**config.mk**
```make
export PLATFORM = sky130hd
export DESIGN_NAME = sfc_top
export DESIGN_NICKNAME = d
export VERILOG_FILES = /design/src/rtl/sfc_pkg.sv /design/src/rtl/sfc_top.sv
export SDC_FILE = /design/constraint.sdc
export NUM_CORES = 1
export LEC_CHECK = 0
export ABC_AREA = 1
export BUFFER_PORTS_ARGS = -buffer_cell sky130_fd_sc_hd__buf_2
export CAP_MARGIN = 25
export CORE_MARGIN = 3
export CORE_UTILIZATION = 40
export CTS_CLUSTER_SIZE = 28
export DETAILED_ROUTE_END_ITERATION = 8
export GPL_TIMING_DRIVEN = 0
export SLEW_MARGIN = 20
export SYNTH_ARGS = -nofsm -noshare
export SYNTH_HDL_FRONTEND = slang
export SYNTH_SLANG_ARGS = --single-unit
```
**constraint.sdc**
```tcl
create_clock -name CLK -period 4.87 [get_ports CLK]
set_input_delay 0.974 -clock CLK [delete_from_list [all_inputs] [get_ports CLK]]
set_output_delay 0.974 -clock CLK [all_outputs]
set_load 0.005 [all_outputs]
```
**src/rtl/sfc_pkg.sv**
```systemverilog
// package for the sensor front end control block
package sfc_pkg;
  // ------------------------------------------------------------
  // register byte offsets
  // ------------------------------------------------------------
  localparam logic [7:0] OFF_REG_MODE = 8'h00;  // regulator_mode_ctrl
  localparam logic [7:0] OFF_AMP1_GO = 8'h04;  // amp1_gain_offset
  localparam logic [7:0] OFF_AMP1_CS = 8'h08;  // amp1_chop_second_gain
  localparam logic [7:0] OFF_AMP2_OFS = 8'h0c;  // amp2_offset_level
  localparam logic [7:0] OFF_AMP_EN = 8'h10;  // amp_enable_filter_offset
  localparam logic [7:0] OFF_FLT_CG = 8'h14;  // filter_cutoff_gain
  localparam logic [7:0] OFF_FLT_CS = 8'h18;  // filter_clock_status_ctrl
  localparam logic [7:0] OFF_FLT_DIV = 8'h1c;  // filter_clock_divider
  localparam logic [7:0] OFF_ADC_CTL = 8'h20;  // conversion start and channel
  // ------------------------------------------------------------
  // field positions and masks
  // ------------------------------------------------------------
  localparam logic [7:0] MASK_REG_MODE = 8'h03;  // implemented mode bits
  localparam logic [7:0] MASK_AMP_EN = 8'hdf;  // bit 5 unused
  localparam logic [7:0] MASK_FLT_CS = 8'h3c;  // writable prescaler/auto bits
  localparam logic [7:0] MASK_AMP1_CS = 8'h9f;  // reserved bits 6..5 kept zero
  localparam int POS_AMP_EN = 7;  // amp_enable bit
  localparam int POS_AMP2_GAIN = 6;  // second_amp_gain_sel bit
  localparam int POS_CHOP = 7;  // chopper_enable bit
  localparam int POS_AUTO = 5;  // auto_conversion_enable bit
  localparam int POS_READY = 6;  // filter_ready_flag bit
  localparam int POS_START = 0;  // start bit in adc control
  localparam int POS_IRQF = 1;  // filter_interrupt_flag in adc control
  localparam logic [7:0] RESET_VAL = 8'h00;  // all fields clear
  // ------------------------------------------------------------
  // timing
  // ------------------------------------------------------------
  localparam int CLK_HZ = 125_000_000;  // system clock rate
  localparam int CHOP_HZ = 12_000;  // chopper clock rate
  localparam int CHOP_HALF = CLK_HZ / (2 * CHOP_HZ);  // cycles per half period
  localparam int PRE_MIN_LOG2 = 3;  // code 000 divides by 8
  localparam int ADC_CONV_CYC = 16;  // modelled conversion length
  localparam logic [3:0] CH_FILTER = 4'h5;  // channel code of filter output
  // ------------------------------------------------------------
  // types
  // ------------------------------------------------------------
  typedef struct packed {
    logic [1:0] mode;  // regulator mode field
    logic pin_oe;  // output pin driven
    logic bypass;  // supply passed straight through
    logic reg_on;  // regulator running
  } sfc_reg_t;
  typedef struct packed {
    logic start;  // conversion start pulse
    logic [3:0] channel;  // selected channel
  } sfc_adc_t;
  typedef enum logic [1:0] {
    ST_IDLE = 2'b01,  // converter idle
    ST_CONV = 2'b10  // converting
  } sfc_state_t;
endpackage : sfc_pkg

```
**src/rtl/sfc_top.sv**
```systemverilog
// sensor front end control: registers, clocks and conversion steering
//
// The address map and the AHB-Lite register port are this design's own decisions.
`timescale 1ns/10ps
// Summary of operation
// - mode 00 float, 01 bypass, 1x on
// - unimplemented mode and enable bits read zero
// - enable zero powers down all three amplifiers
// - first gain 8,16,32,64, else 128
// - first offset code over 32 times supply
// - chopper enable gives 12kHz chopping clock
// - second gain one plus three code/32
// - second amp offset code over 256
// - second gain bit 0 x2, 1 x1
// - filter offset code over 32 times supply
// - cutoff code selects 9 to 12 Hz
// - filter gain 56 plus four times code
// - filter clock is prescaled over divider+1
// - prescaler divides system clock by 8..1024
// - auto mode forces channel to filter output
// - software start accepted in auto mode
// - newest start request wins when busy
// - automatic conversion raises filter interrupt request
// - ready rise sets flag, triggers auto conversion
// - prescaler code 000 eight, doubling each step
// - divider zero means divide by one
module sfc_top
  import sfc_pkg::*;
#(
  parameter int CHOP_CYC = CHOP_HALF  // half period of chopper clock
) (
  input wire logic CLK,
  input wire logic RESET,
  input wire logic HSEL,
  input wire logic [31:0] HADDR,
  input wire logic [1:0] HTRANS,
  input wire logic HWRITE,
  input wire logic [2:0] HSIZE,
  input wire logic [31:0] HWDATA,
  input wire logic HREADY,
  output logic [31:0] HRDATA,
  output logic HREADYOUT,
  output logic HRESP,
  input wire logic FILTER_READY_PIN,
  input wire logic ADC_DONE,
  output sfc_reg_t REG_CTRL,
  output logic AMP1_PD,
  output logic AMP2_PD,
  output logic FILT_PD,
  output logic [2:0] FIRST_STAGE_GAIN_CODE,
  output logic [7:0] FIRST_STAGE_GAIN,
  output logic [4:0] FIRST_AMP_OFFSET_CODE,
  output logic [4:0] SECOND_STAGE_GAIN_CODE,
  output logic [7:0] SECOND_AMP_OFFSET_CODE,
  output logic [1:0] SECOND_AMP_GAIN,
  output logic [4:0] FILTER_AMP_OFFSET_CODE,
  output logic [1:0] LOWPASS_CUTOFF_CODE,
  output logic [5:0] FILTER_GAIN_CODE,
  output logic [8:0] FILTER_GAIN,
  output logic CHOP_CLK,
  output logic FILTER_CLK_EN,
  output sfc_adc_t ADC_REQ,
  output logic ADC_BUSY,
  output logic FILTER_IRQ
);
  // ------------------------------------------------------------
  // register storage
  // ------------------------------------------------------------
  logic [7:0] r_mode;  // regulator mode
  logic [7:0] r_a1go;  // first amp gain/offset
  logic [7:0] r_a1cs;  // chop and second gain
  logic [7:0] r_a2o;  // second amp offset
  logic [7:0] r_en;  // enable and filter offset
  logic [7:0] r_fcg;  // cutoff and gain
  logic [7:0] r_fcs;  // prescaler and auto bit
  logic [7:0] r_div;  // divider value
  logic [3:0] r_chan;  // software channel
  logic irq_flag;  // filter interrupt flag
  // ------------------------------------------------------------
  // bus slave
  // ------------------------------------------------------------
  logic ap_wr;  // pending write
  logic [7:0] ap_addr;  // latched address
  logic sw_start;  // software start pulse
  logic sw_irq_clr;  // software clear pulse
  logic ready_rise;  // ready edge event
  logic [7:0] rd_mux;  // read value
  logic sync1, sync2, sync3;  // ready synchroniser
  assign HREADYOUT = 1'b1;
  assign HRESP = 1'b0;
  // latch address phase of a write
  always_ff @(posedge CLK or posedge RESET) begin
    if (RESET) begin
      ap_wr <= 1'b0;
      ap_addr <= 8'h00;
    end else if (HREADY) begin
      ap_wr <= HSEL && HTRANS[1] && HWRITE;
      ap_addr <= HADDR[7:0];
    end
  end
  // register writes, reset to zero
  always_ff @(posedge CLK or posedge RESET) begin
    if (RESET) begin
      r_mode <= RESET_VAL;
      r_a1go <= RESET_VAL;
      r_a1cs <= RESET_VAL;
      r_a2o <= RESET_VAL;
      r_en <= RESET_VAL;
      r_fcg <= RESET_VAL;
      r_fcs <= RESET_VAL;
      r_div <= RESET_VAL;
      r_chan <= 4'h0;
    end else if (ap_wr) begin
      case (ap_addr)
        OFF_REG_MODE: r_mode <= HWDATA[7:0] & MASK_REG_MODE;
        OFF_AMP1_GO: r_a1go <= HWDATA[7:0];
        OFF_AMP1_CS: r_a1cs <= HWDATA[7:0] & MASK_AMP1_CS;
        OFF_AMP2_OFS: r_a2o <= HWDATA[7:0];
        OFF_AMP_EN: r_en <= HWDATA[7:0] & MASK_AMP_EN;
        OFF_FLT_CG: r_fcg <= HWDATA[7:0];
        OFF_FLT_CS: r_fcs <= HWDATA[7:0] & MASK_FLT_CS;
        OFF_FLT_DIV: r_div <= HWDATA[7:0];
        OFF_ADC_CTL: r_chan <= HWDATA[7:4];
        default: ;  // unmapped writes ignored
      endcase
    end
  end
  assign sw_start = ap_wr && (ap_addr == OFF_ADC_CTL) && HWDATA[POS_START];
  assign sw_irq_clr = ap_wr && (ap_addr == OFF_ADC_CTL) && HWDATA[POS_IRQF];
  // read mux, unmapped reads zero
  always_comb begin
    case (HADDR[7:0])
      OFF_REG_MODE: rd_mux = r_mode;
      OFF_AMP1_GO: rd_mux = r_a1go;
      OFF_AMP1_CS: rd_mux = r_a1cs;
      OFF_AMP2_OFS: rd_mux = r_a2o;
      OFF_AMP_EN: rd_mux = r_en;
      OFF_FLT_CG: rd_mux = r_fcg;
      OFF_FLT_CS: rd_mux = r_fcs | {1'b0, sync3, 6'h00};
      OFF_FLT_DIV: rd_mux = r_div;
      OFF_ADC_CTL: rd_mux = {r_chan, 1'b0, ADC_BUSY, irq_flag, 1'b0};
      default: rd_mux = 8'h00;
    endcase
  end
  // read data registered at end of address phase
  always_ff @(posedge CLK or posedge RESET) begin
    if (RESET) begin
      HRDATA <= 32'h0;
    end else if (HREADY && HSEL && HTRANS[1] && !HWRITE) begin
      HRDATA <= {24'h0, rd_mux};
    end
  end
  // ------------------------------------------------------------
  // regulator and amplifier controls
  // ------------------------------------------------------------
  // gain of first stage from code
  function automatic logic [7:0] first_gain(input logic [2:0] c);
    case (c)
      3'h0: first_gain = 8'h08;
      3'h1: first_gain = 8'h10;
      3'h2: first_gain = 8'h20;
      3'h3: first_gain = 8'h40;
      default: first_gain = 8'h80;
    endcase
  endfunction : first_gain
  // regulator decode
  always_comb begin
    REG_CTRL.mode = r_mode[1:0];
    REG_CTRL.pin_oe = (r_mode[1:0] != 2'b00);
    REG_CTRL.bypass = (r_mode[1:0] == 2'b01);
    REG_CTRL.reg_on = r_mode[1];
  end
  assign AMP1_PD = !r_en[POS_AMP_EN];
  assign AMP2_PD = !r_en[POS_AMP_EN];
  assign FILT_PD = !r_en[POS_AMP_EN];
  assign FIRST_STAGE_GAIN_CODE = r_a1go[7:5];
  assign FIRST_STAGE_GAIN = first_gain(r_a1go[7:5]);
  assign FIRST_AMP_OFFSET_CODE = r_a1go[4:0];
  assign SECOND_STAGE_GAIN_CODE = r_a1cs[4:0];
  assign SECOND_AMP_OFFSET_CODE = r_a2o;
  assign SECOND_AMP_GAIN = r_en[POS_AMP2_GAIN] ? 2'd1 : 2'd2;
  assign FILTER_AMP_OFFSET_CODE = r_en[4:0];
  assign LOWPASS_CUTOFF_CODE = r_fcg[7:6];
  assign FILTER_GAIN_CODE = r_fcg[5:0];
  assign FILTER_GAIN = 9'd56 + {1'b0, r_fcg[5:0], 2'b00};
  // ------------------------------------------------------------
  // chopper clock
  // ------------------------------------------------------------
  logic [15:0] chop_cnt;  // half period counter
  always_ff @(posedge CLK or posedge RESET) begin
    if (RESET) begin
      chop_cnt <= 16'h0;
      CHOP_CLK <= 1'b0;
    end else if (!r_a1cs[POS_CHOP]) begin
      chop_cnt <= 16'h0;
      CHOP_CLK <= 1'b0;
    end else if (chop_cnt == 16'(CHOP_CYC - 1)) begin
      chop_cnt <= 16'h0;
      CHOP_CLK <= !CHOP_CLK;
    end else begin
      chop_cnt <= chop_cnt + 16'h1;
    end
  end
  // ------------------------------------------------------------
  // filter clock: prescaler then divider
  // ------------------------------------------------------------
  logic [9:0] pre_cnt;  // free prescaler count
  logic [9:0] pre_lim;  // prescale limit
  logic pre_tick;  // prescaled enable
  logic [7:0] div_cnt;  // divider counter
  // shift amount widened to four bits so codes above 4 do not wrap
  assign pre_lim = 10'((11'h1 << (4'(r_fcs[4:2]) + 4'(PRE_MIN_LOG2)))
                       - 11'h1);
  assign pre_tick = (pre_cnt >= pre_lim);
  // prescaler counter
  always_ff @(posedge CLK or posedge RESET) begin
    if (RESET) begin
      pre_cnt <= 10'h0;
    end else if (!r_en[POS_AMP_EN] || pre_tick) begin
      pre_cnt <= 10'h0;
    end else begin
      pre_cnt <= pre_cnt + 10'h1;
    end
  end
  // divider counter
  always_ff @(posedge CLK or posedge RESET) begin
    if (RESET) begin
      div_cnt <= 8'h0;
      FILTER_CLK_EN <= 1'b0;
    end else if (!r_en[POS_AMP_EN]) begin
      div_cnt <= 8'h0;
      FILTER_CLK_EN <= 1'b0;
    end else if (pre_tick && div_cnt >= r_div) begin
      div_cnt <= 8'h0;
      FILTER_CLK_EN <= 1'b1;
    end else begin
      div_cnt <= pre_tick ? div_cnt + 8'h1 : div_cnt;
      FILTER_CLK_EN <= 1'b0;
    end
  end
  // ------------------------------------------------------------
  // ready flag, interrupt and conversion control
  // ------------------------------------------------------------
  always_ff @(posedge CLK or posedge RESET) begin
    if (RESET) begin
      sync1 <= 1'b0;
      sync2 <= 1'b0;
      sync3 <= 1'b0;
    end else begin
      sync1 <= FILTER_READY_PIN;
      sync2 <= sync1;
      sync3 <= sync2;
    end
  end
  logic ready_q;  // accepted ready level
  always_ff @(posedge CLK or posedge RESET) begin
    if (RESET) begin
      ready_q <= 1'b0;
    end else if (sync2 == sync3) begin
      ready_q <= sync3;
    end
  end
  assign ready_rise = (sync2 == sync3) && sync3 && !ready_q;
  // sticky flag, set beats clear
  always_ff @(posedge CLK or posedge RESET) begin
    if (RESET) begin
      irq_flag <= 1'b0;
    end else if (ready_rise) begin
      irq_flag <= 1'b1;
    end else if (sw_irq_clr) begin
      irq_flag <= 1'b0;
    end
  end
  assign FILTER_IRQ = irq_flag;
  logic auto_start;  // filter triggered start
  logic any_start;  // either start
  sfc_state_t state;  // converter state
  logic [4:0] conv_cnt;  // conversion timer
  assign auto_start = ready_rise && r_fcs[POS_AUTO];
  assign any_start = auto_start || sw_start;
  // newest request restarts the conversion
  always_ff @(posedge CLK or posedge RESET) begin
    if (RESET) begin
      state <= ST_IDLE;
      conv_cnt <= 5'h0;
    end else begin
      case (state)
        ST_IDLE: begin
          if (any_start) begin
            state <= ST_CONV;
            conv_cnt <= 5'h0;
          end
        end
        ST_CONV: begin
          if (any_start) begin
            conv_cnt <= 5'h0;
          end else if (ADC_DONE || conv_cnt == 5'(ADC_CONV_CYC - 1)) begin
            state <= ST_IDLE;
          end else begin
            conv_cnt <= conv_cnt + 5'h1;
          end
        end
        default: state <= ST_IDLE;
      endcase
    end
  end
  assign ADC_BUSY = (state == ST_CONV);
  // start pulse and channel to converter
  always_ff @(posedge CLK or posedge RESET) begin
    if (RESET) begin
      ADC_REQ <= '0;
    end else begin
      ADC_REQ.start <= any_start;
      ADC_REQ.channel <= r_fcs[POS_AUTO] ? CH_FILTER : r_chan;
    end
  end
endmodule : sfc_top

```
==> qor.txt, run 1 <==
Largest registers: chop_cnt x16, pre_cnt x10
Post-place setup slack: 2.35 ns
Detail Placement HPWL: 13.3 mm
Vias in the first global route: 5,633
Worst setup margin: 2.14 ns
Clk sink count: 125
Synth area leader: dfrtp_1
CTS Root Cell: clkbuf_16
Largest Register: chop_cnt
CP Cell Sequence: inv_1, ha_1, nand2_1, nand2_1, xor2_1, buf_2
Ant diodes: 0
# hold bufs at CTS: 0
Inst Count DP: 1,236
Internal power: 2.25 mW
CTS tree: built
Initial core utilization: 41.4%
Io pins: 180
Drt via density: 4.68
Placed Instance Area: 7840 µm²
Req. time, crit path: 3.90 ns
Lkg Pwr: 4.75 nW
Post-route ant nets: 0
Cell Rows: 47
Hold Violations, Final: 0
Hold Crit Class: reg2reg
Reg power frac: 40.3%
CP dominant cell by count: nand2_1
Least-Margin Pin Slew: 0.705 ns
Unique masters post-synth: 34
Number of post-CTS setup repair buffers: 0
Maximum fanout along the worst path: 4
DRC violations left: 0
Clk_skew: 0.00934 ns
FF+latch count, synth: 125
Bufs on Longest Clock Path: 2
Startpoint types: flop
FMAX: 367 MHz
Vert. Die Dim: 138 µm
Final-report setup violation count: 0
FF-to-FF setup slack: 2.60 ns
Nets: 1,139
Relative slew slack: 53.0%
Drt initial violations: 343
Via count: 5,938
CTS Buf Count: 17
Cell Area, Synth: 6930 µm²
Gate Count Post-Synth: 888
Count leader, synth: nand2_1
Port Buffers: 95
Slowest CP cell: dfrtp_1
Layout Cells excl Fill: 1,268
RD Place Congestion: 0.845
IR drop worst, VDD: 256 µV
YS warnings: 0
Cts repair resizes: 0
Worst path max stage delay: 0.40 ns
Total overflow reported by the global router: 0
Delay-heaviest family, CP: flip-flops
Top-area cell type share of the netlist area: 44.8%
Die X: 138 µm
Period utilization: 56.0%
Sw Ratio: 28.8%
CP Buf/Inv Count: 2
Largest net degree at the start of global routing: 99
Post-Syn Area per Cell: 7.81 µm²
Comb pwr share: 16.7%
Power Dens Cells: 373 nW/µm²
Commonest cells post-synth: nand2_1, dfrtp_1, inv_1
Switch Pwr: 910 µW
Initial antenna violation count: 0
Register area share after synthesis: 45.1%
Final Max Slew Viols: 0
Number of synthesized flops with an enable pin: 0
Final std cell area, no fill: 8470 µm²
RSZ-0062 raised after global routing: false
Outcome: finished, final reports clean
Crit path time final: 2.73 ns
TritonRoute pass-1 iters: 4
Share of layout cells above drive strength 1: 19.2%
Placeable Area: 16,800 µm²
Worst Path Arrival: 1.75 ns
Sum Neg Setup Slack: 0 ns
Global Route Usage Sum: 19.7%
First-pass GRT wire length: 28.6 mm
Clock edge transition at the registers on the reported setup and hold paths: 0.06 ns
Worst setup EP type: primary output
Synth area leaders: dfrtp_1, nand2_1, inv_1
Max-cap violations: 0
Max reg flops: 16
Area grow syn2layout: 22.2%
Mean routed wirelength per cell: 14.0 µm
Fraction of registers with async set/reset: 100%
Clock power share: 43.1%
Synth Flop Type: dfrtp_1
Die footprint: 18,900 µm²
Routed wire length: 17.7 mm
Setup CP Type: reg2out
Worst skew pair latency: 0.42 ns
Final design utilization: 50.5%
H-tree Lvls: 4
==> final timing paths <==
kind	start	end	cells past startpoint
hold reg to reg	sync1	sync2	0
max in group asynchronous	RESET	state[0]	3
setup reg to reg	r_fcs[4]	div_cnt[4]	10
min in group asynchronous	RESET	pre_cnt[8]	2
hold / removal	sync1	sync2	0
setup / recovery	r_fcg[1]	FILTER_GAIN[7]	6
==> power by group through the flow <==
stage | clock [mW] | combinational (mW) | sequential, mW
CTS | 1.38 | 0.534 | 1.27
detailed placement | 0 | 0.534 | 1.29
finish | 1.36 | 0.526 | 1.27
global placement | 0 | 0.516 | 1.29
floorplan | 0 | 0.391 | 1.26
global route | 1.43 | 0.618 | 1.29
==> cell usage in the layout, fill, tap and decap left out, types with 2 or more instances in the layout <==
cell and count:
buf_4 46, inv_6 2, o21ai_0 75, clkbuf_16 17, nand4_1 17, nand3_1 72
nand3_2 2, nor2_2 3, nor3_1 17, clkinvlp_4 4, or2_2 3, nand4_2 2
ha_1 28, buf_6 2, inv_1 110, clkinv_1 2, clkbuf_1 6, xnor2_1 4
nor4_4 2, nor2_1 83, xor2_1 16, dfrtp_1 124, buf_2 103, clkinv_4 2
nor3b_1 3, a21oi_1 11, nand2_1 239, conb_1 34, bufinv_16 4, nand3b_1 2
==> area by class of cell <==
cell class                 instances  area (µm²)
clock inverter                    13         190
fill                            1664        8290
multi-input combinational        620        3070
timing repair buffer              96         503
inverter                         114         435
tap                              220         275
sequential                       125        3130
clock buffer                      19         443
buffer                            61         427
==> per-layer routing <==
layer | vias to the layer above | GRT usage (%) | wire length (µm)
li1 | 3036 | - | -
met1 | 2759 | 25.8 | 8080
met2 | 127 | 32.6 | 8540
met3 | 16 | 4.93 | 935
met4 | 0 | 4.99 | 199
met5 | - | 0 | 0
==> cells by family after synthesis <==
| logic type | count (synthesis) | synth area share [%] |
|---|---|---|
| compound gates | 89 | 6.52 |
| other cells | 2 | 0.108 |
| xor+xnor | 20 | 2.53 |
| flops | 125 | 45.1 |
| simple gates | 449 | 28.3 |
| fa+ha+maj | 28 | 5.05 |
| buf+inv | 175 | 12.3 |
==> per-stage QoR <==
stage	power [mW]	hold WS [ns]
6_report	3.16	0.350
5_1_grt	3.34	0.371
4_1_cts	3.19	0.353
3_5_place_dp	1.82	0.338
3_3_place_gp	1.80	0.332
2_1_floorplan	1.65	0.331
Power figures use the tool's default switching activity.
==> run 2, diff against run 1 <==
- ABC_AREA: 1 -> 0
- PLACE_DENSITY: unset -> 0.66
- clock period: 4.87 -> 2.4 ns (I/O delays scaled with it)
==> qor.txt, run 2 <==
Outcome: finished, final reports clean (unchanged)
Drt via density: 5.10 (was 4.68)
Hold Violations, Final: 0 (unchanged)
Commonest non-fill, non-tap cell in the layout: dfrtp_1 (was nand2_1)
Die X: 136 µm (was 138 µm)
Least-Margin Pin Slew: 0.610 ns (was 0.705 ns)
Hold Crit Class: in2reg (was reg2reg)
RD Place Congestion: 0.828 (was 0.845)
RSZ-0062 raised after global routing: false (unchanged)
Layout Cells excl Fill: 1,005 (was 1,268)
Commonest cells post-synth: dfrtp_1, mux2_2, buf_4 (was nand2_1, dfrtp_1, inv_1)
Initial core utilization: 41.7% (was 41.4%)
Routed wire length: 16.2 mm (was 17.7 mm)
Largest net degree at the start of global routing: 34 (was 99)
Post-Syn Area per Cell: 10.9 µm² (was 7.81 µm²)
Number of synthesized flops with an enable pin: 0 (unchanged)
Vias in the first global route: 4,826 (was 5,633)
Post-route ant nets: 0 (unchanged)
Cell Rows: 46 (was 47)
TritonRoute pass-1 iters: 5 (was 4)
Inst Count DP: 971 (was 1,236)
Synth area leaders: dfrtp_1, mux2_2, buf_4 (was dfrtp_1, nand2_1, inv_1)
First-pass GRT wire length: 25.6 mm (was 28.6 mm)
Cell Area, Synth: 6780 µm² (was 6930 µm²)
Global Route Usage Sum: 17.8% (was 19.7%)
Ant diodes: 0 (unchanged)
Clk sink count: 125 (unchanged)
FF+latch count, synth: 125 (unchanged)
CP Cell Sequence: buf_2, clkinv_1, buf_4, buf_2 (was inv_1, ha_1, nand2_1, nand2_1, xor2_1, buf_2)
Sum Neg Setup Slack: 0 ns (unchanged)
Maximum fanout along the worst path: 12 (was 4)
Final-report setup violation count: 0 (unchanged)
Worst setup margin: 0.178 ns (was 2.14 ns)
Slowest CP cell: clkinv_1 (was dfrtp_1)
Max-cap violations: 0 (unchanged)
YS warnings: 0 (unchanged)
Synth Flop Type: dfrtp_1 (unchanged)
Fraction of registers with async set/reset: 100% (unchanged)
Lkg Pwr: 4.13 nW (was 4.75 nW)
Count leader, synth: dfrtp_1 (was nand2_1)
Vert. Die Dim: 136 µm (was 138 µm)
Multi-input gate area: 3260 µm² (was 3070 µm²)
Port Buffers: 95 (unchanged)
Setup CP Type: reg2out (unchanged)
Worst skew pair latency: 0.42 ns (about the same)
Commonest non-fill, non-tap cells in the layout: dfrtp_1, buf_2, mux2_2 (was nand2_1, dfrtp_1, inv_1)
Clock edge transition at the registers on the reported setup and hold paths: 0.06 ns (about the same)
Mean routed wirelength per cell: 16.1 µm (was 14.0 µm)
Largest registers: chop_cnt x16, pre_cnt x10 (unchanged)
H-tree Lvls: 4 (unchanged)
Startpoint types: flop (unchanged)
Area grow syn2layout: 24.1% (was 22.2%)
Io pins: 180 (unchanged)
Sequential cell area: 3130 µm² (about the same)
Largest Register: chop_cnt (unchanged)
Delay-heaviest family, CP: buffers and inverters (was flip-flops)
Bufs on Longest Clock Path: 2 (unchanged)
IR drop worst, VDD: 501 µV (was 256 µV)
Share of layout cells above drive strength 1: 36.5% (was 19.2%)
Crit path time final: 2.22 ns
Max reg flops: 16 (unchanged)
Worst path max stage delay: 0.39 ns (was 0.40 ns)
Fill cells: 1,454 (was 1,664)
Clk_skew: 0.00891 ns (was 0.00934 ns)
Worst Path Arrival: 1.74 ns (was 1.75 ns)
Via count: 5,128 (was 5,938)
FMAX: 450 MHz
Unique masters post-synth: 59 (was 34)
Req. time, crit path: 1.92 ns (was 3.90 ns)
Worst setup EP type: primary output (unchanged)
Gate Count Post-Synth: 624 (was 888)
Total overflow reported by the global router: 0 (unchanged)
Detail Placement HPWL: 11.9 mm (was 13.3 mm)
Placeable Area: 16,200 µm² (was 16,800 µm²)
CTS Root Cell: clkbuf_16 (unchanged)
CP dominant cell by count: buf_2 (was nand2_1)
Drt initial violations: 212 (was 343)
CTS Buf Count: 17 (unchanged)
Initial antenna violation count: 0 (unchanged)
Post-place setup slack: -0.309 ns (was 2.35 ns)
Top-area cell type share of the netlist area: 45.8% (was 44.8%)
Die footprint: 18,500 µm² (was 18,900 µm²)
Final design utilization: 51.8% (was 50.5%)
Final Max Slew Viols: 0 (unchanged)
Synth area leader: dfrtp_1 (unchanged)
CP Buf/Inv Count: 4 (was 2)
CTS tree: built (unchanged)
Relative slew slack: 59.2% (was 53.0%)
Nets: 880 (was 1,139)
DRC violations left: 0 (unchanged)
Power Dens Cells: 679 nW/µm² (was 373 nW/µm²)
Period utilization: 92.6%
Register area share after synthesis: 46.2% (was 45.1%)
[run 2: changes by cell type after synthesis, sizes merged, moves of 6 or more]
cell,delta
o21ai,-58
nand3,-51
inv,-83
a22oi,+10
nor2,-43
nand4,-13
and3,+15
xnor2,+13
nor2b,+8
mux2,+71
and2,+6
nand2,-197
[run 2: kinds of logic after synthesis]
kind of cell / synth area share (%)
buffers and inverters: 8.03
adders and majority gates: 5.17
DFF: 46.2
AOI/OAI and AO/OA: 8.18
other: 0.111
xor gates and xnor gates: 3.62
and+or+nand+nor: 15.1
muxes: 13.6
[run 2: through the flow]
stage / total power [mW] / hold slack, ns / cell area [µm²]
5_1_grt: 5.94 / 0.154 / 8410
6_report: 5.71 / 0.166 / 8410
3_3_place_gp: 3.00 / 0.334 / 7640
4_1_cts: 5.76 / 0.148 / 8370
2_1_floorplan: 2.79 / 0.331 / 6900
3_5_place_dp: 3.03 / 0.344 / 7720
[run 2: worst paths after layout]
kind	from	endpoint	slack, ns	cells after the start
max	r_en[7]	FILT_PD	0.18	4
min	FILTER_READY_PIN	sync1	0.17	1
max reg2reg	r_fcs[4]	div_cnt[6]	0.21	8
min reg2reg	sync1	sync2	0.37	0
max in group asynchronous	RESET	state[0]	1.14	5
min in group asynchronous	RESET	r_fcg[1]	0.53	3
[run 2: routing by layer]
| layer | wire length (µm) | global-route usage (%) | share of wire (%) |
|---|---|---|---|
| met2 | 7550 | 27.8 | 47 |
| met3 | 989 | 3.63 | 6.1 |
| met4 | 233 | 6.05 | 1.4 |
| met1 | 7390 | 24.8 | 46 |
| met5 | 0 | 0 | 0 |
[run 2: what timing repair did]
action,in CTS,in global routing
endpoints found under the setup margin,18,19
buffers inserted,0,2
endpoints found under the hold margin,4,0
pin swaps,0,1
hold buffers,1,0
resized for setup,3,5
cloned,0,0
[run 2: power breakdown]
| part | switching, mW | internal [mW] |
|---|---|---|
| logic | 0.355 | 0.320 |
| registers | 0.110 | 2.22 |
| clock network | 0.925 | 1.78 |
| total | 1.39 | 4.32 |
[run 2: layout make-up]
| type | instances | area share (%) |
|---|---|---|
| Multi-Input combinational cell | 437 | 38.7 |
| Buffer | 63 | 5.09 |
| Inverter | 30 | 1.38 |
| Timing Repair Buffer | 102 | 6.90 |
| Sequential cell | 125 | 37.2 |
| Clock buffer | 20 | 5.43 |
| Clock inverter | 12 | 1.99 |
| Tap cell | 216 | 3.21 |
==> run 3, diff against run 2 <==
- PLACE_DENSITY: 0.66 -> unset
- clock period: 2.4 -> 2.05 ns (I/O delays scaled with it)
==> qor.txt, run 3 (synthesis results as in run 2) <==
Outcome: finished, final reports clean (unchanged)
Cell Rows: 46 (unchanged)
H-tree Lvls: 4 (unchanged)
RSZ-0062 raised after global routing: true (was false)
DRC violations left: 0 (unchanged)
Fill cells: 1,478 (was 1,454)
Clock edge transition at the registers on the reported setup and hold paths: 0.05 ns (was 0.06 ns)
Final std cell area, no fill: 8530 µm² (was 8410 µm²)
RD Place Congestion: 0.865 (was 0.828)
Share of layout cells above drive strength 1: 39.6% (was 36.5%)
Ant diodes: 0 (unchanged)
Hold path depth: 1 (unchanged)
Period utilization: 99.0%
Sequential cell area: 3130 µm² (about the same)
Die X: 136 µm (unchanged)
Port Buffers: 95 (unchanged)
Detail Placement HPWL: 12.3 mm (was 11.9 mm)
Inst Count DP: 971 (unchanged)
Vert. Die Dim: 136 µm (unchanged)
Largest Register: chop_cnt (unchanged)
Via count: 5,208 (was 5,128)
Drt via density: 5.15 (was 5.10)
Post-place setup slack: -0.427 ns (was -0.309 ns)
IR drop worst, VDD: 591 µV (was 501 µV)
Worst setup EP type: flop (was primary output)
Final-report setup violation count: 0 (unchanged)
Placeable Area: 16,200 µm² (unchanged)
Total overflow reported by the global router: 0 (unchanged)
Power Dens Cells: 751 nW/µm² (was 679 nW/µm²)
Max reg flops: 16 (unchanged)
Largest net degree at the start of global routing: 35 (was 34)
Final Max Slew Viols: 0 (unchanged)
Bufs on Longest Clock Path: 2 (unchanged)
Area grow syn2layout: 25.9% (was 24.1%)
Relative slew slack: 57.4% (was 59.2%)
Maximum fanout along the worst path: 4 (was 12)
CTS tree: built (unchanged)
Nets: 887 (was 880)
Final design utilization: 52.6% (was 51.8%)
First-pass GRT wire length: 26.6 mm (was 25.6 mm)
Hold Violations, Final: 0 (unchanged)
FMAX: 493 MHz
Least-Margin Pin Slew: 0.638 ns (was 0.610 ns)
Initial core utilization: 41.7% (unchanged)
Clk_skew: 0.00727 ns (was 0.00891 ns)
Mean routed wirelength per cell: 16.4 µm (was 16.1 µm)
Worst setup margin: 0.0201 ns (was 0.178 ns)
Multi-input gate area: 3380 µm² (was 3260 µm²)
Largest registers: chop_cnt x16, pre_cnt x10 (unchanged)
Commonest non-fill, non-tap cells in the layout: dfrtp_1, buf_2, mux2_2 (unchanged)
Initial antenna violation count: 0 (unchanged)
Drt initial violations: 245 (was 212)
CTS Buf Count: 17 (unchanged)
Worst Path Arrival: 2.32 ns (was 1.74 ns)
Max-cap violations: 0 (unchanged)
Startpoint types: flop (unchanged)
Clk sink count: 125 (unchanged)
Crit path time final: 2.03 ns
Routed wire length: 16.6 mm (was 16.2 mm)
Layout Cells excl Fill: 1,011 (was 1,005)
Vias in the first global route: 5,167 (was 4,826)
Hold Crit Class: in2reg (unchanged)
Commonest non-fill, non-tap cell in the layout: dfrtp_1 (unchanged)
Final hold slack: 0.0988 ns (was 0.166 ns)
Setup CP Type: reg2reg (was reg2out)
Global Route Usage Sum: 18.3% (was 17.8%)
CTS Root Cell: clkbuf_16 (unchanged)
Die footprint: 18,500 µm² (unchanged)
Req. time, crit path: 2.34 ns (was 1.92 ns)
Lkg Pwr: 4.17 nW (was 4.13 nW)
Io pins: 180 (unchanged)
Worst skew pair latency: 0.42 ns (about the same)
Placed Instance Area: 7740 µm² (was 7720 µm²)
R2R cell count: 8 (unchanged)
TritonRoute pass-1 iters: 5 (unchanged)
Total power: 6.41 mW (was 5.71 mW)
Sum Neg Setup Slack: 0 ns (unchanged)
Post-route ant nets: 0 (unchanged)
-- run 3: changes by cell type in the layout (fill, tap and decap cells not counted), sizes merged --
cell / delta
bufinv: -3
buf: +8
clkinvlp: -2
clkinv: -1
inv: +1
clkbuf: +3
-- run 3: area by class of cell --
cell class	count	area share (%)
Timing Repair Buffer	110	7.64
Buffer	62	4.97
Multi-Input combinational cell	437	39.6
Clock buffer	24	5.77
Sequential cell	125	36.7
Inverter	30	1.39
Clock inverter	7	0.733
Tap cell	216	3.17
-- run 3: power by group --
| group | leakage (nW) | switching, mW | internal (mW) | total [mW] |
|---|---|---|---|---|
| Combinational | 2.26 | 0.452 | 0.410 | 0.862 |
| Sequential | 1.63 | 0.131 | 2.60 | 2.73 |
| Clock | 0.276 | 1.04 | 1.78 | 2.82 |
-- run 3: path summary, 6_finish.rpt --
| kind | from | end | slack (ns) |
|---|---|---|---|
| min in group asynchronous | RESET | pre_cnt[6] | 0.49 |
| max | conv_cnt[0] | conv_cnt[2] | 0.02 |
| max in group asynchronous | RESET | state[0] | 0.79 |
| max reg2reg | conv_cnt[0] | conv_cnt[2] | 0.02 |
| min | FILTER_READY_PIN | sync1 | 0.1 |
| min reg2reg | sync1 | sync2 | 0.36 |
-- run 3: worst max-delay path, cell delays in order, from the launching register on --
cell and delay, ns:
dfrtp_1 0.40, ha_2 0.20, and3_1 0.18, ha_1 0.18, or2_2 0.35, a21oi_4 0.17, o21ai_0 0.11, a22oi_1 0.22
o21ai_0 0.10
-- run 3: metal layers --
| metal | vias to the layer above | GRT usage (%) | part of all wire [%] |
|---|---|---|---|
| met5 | - | 0 | 0 |
| met4 | 0 | 5.15 | 1.1 |
| met3 | 14 | 4.52 | 6.4 |
| met2 | 164 | 29.1 | 47 |
| met1 | 2568 | 25.0 | 46 |
| li1 | 2462 | - | - |
-- run 3: what timing repair did --
| item | in CTS | in global routing |
|---|---|---|
| endpoints found under the setup margin | 25 | 39 |
| pin swaps | 3 | 9 |
| resized for setup | 13 | 26 |
| hold buffers | 1 | 0 |
| buffers inserted | 5 | 5 |
| endpoints found under the hold margin | 9 | 0 |
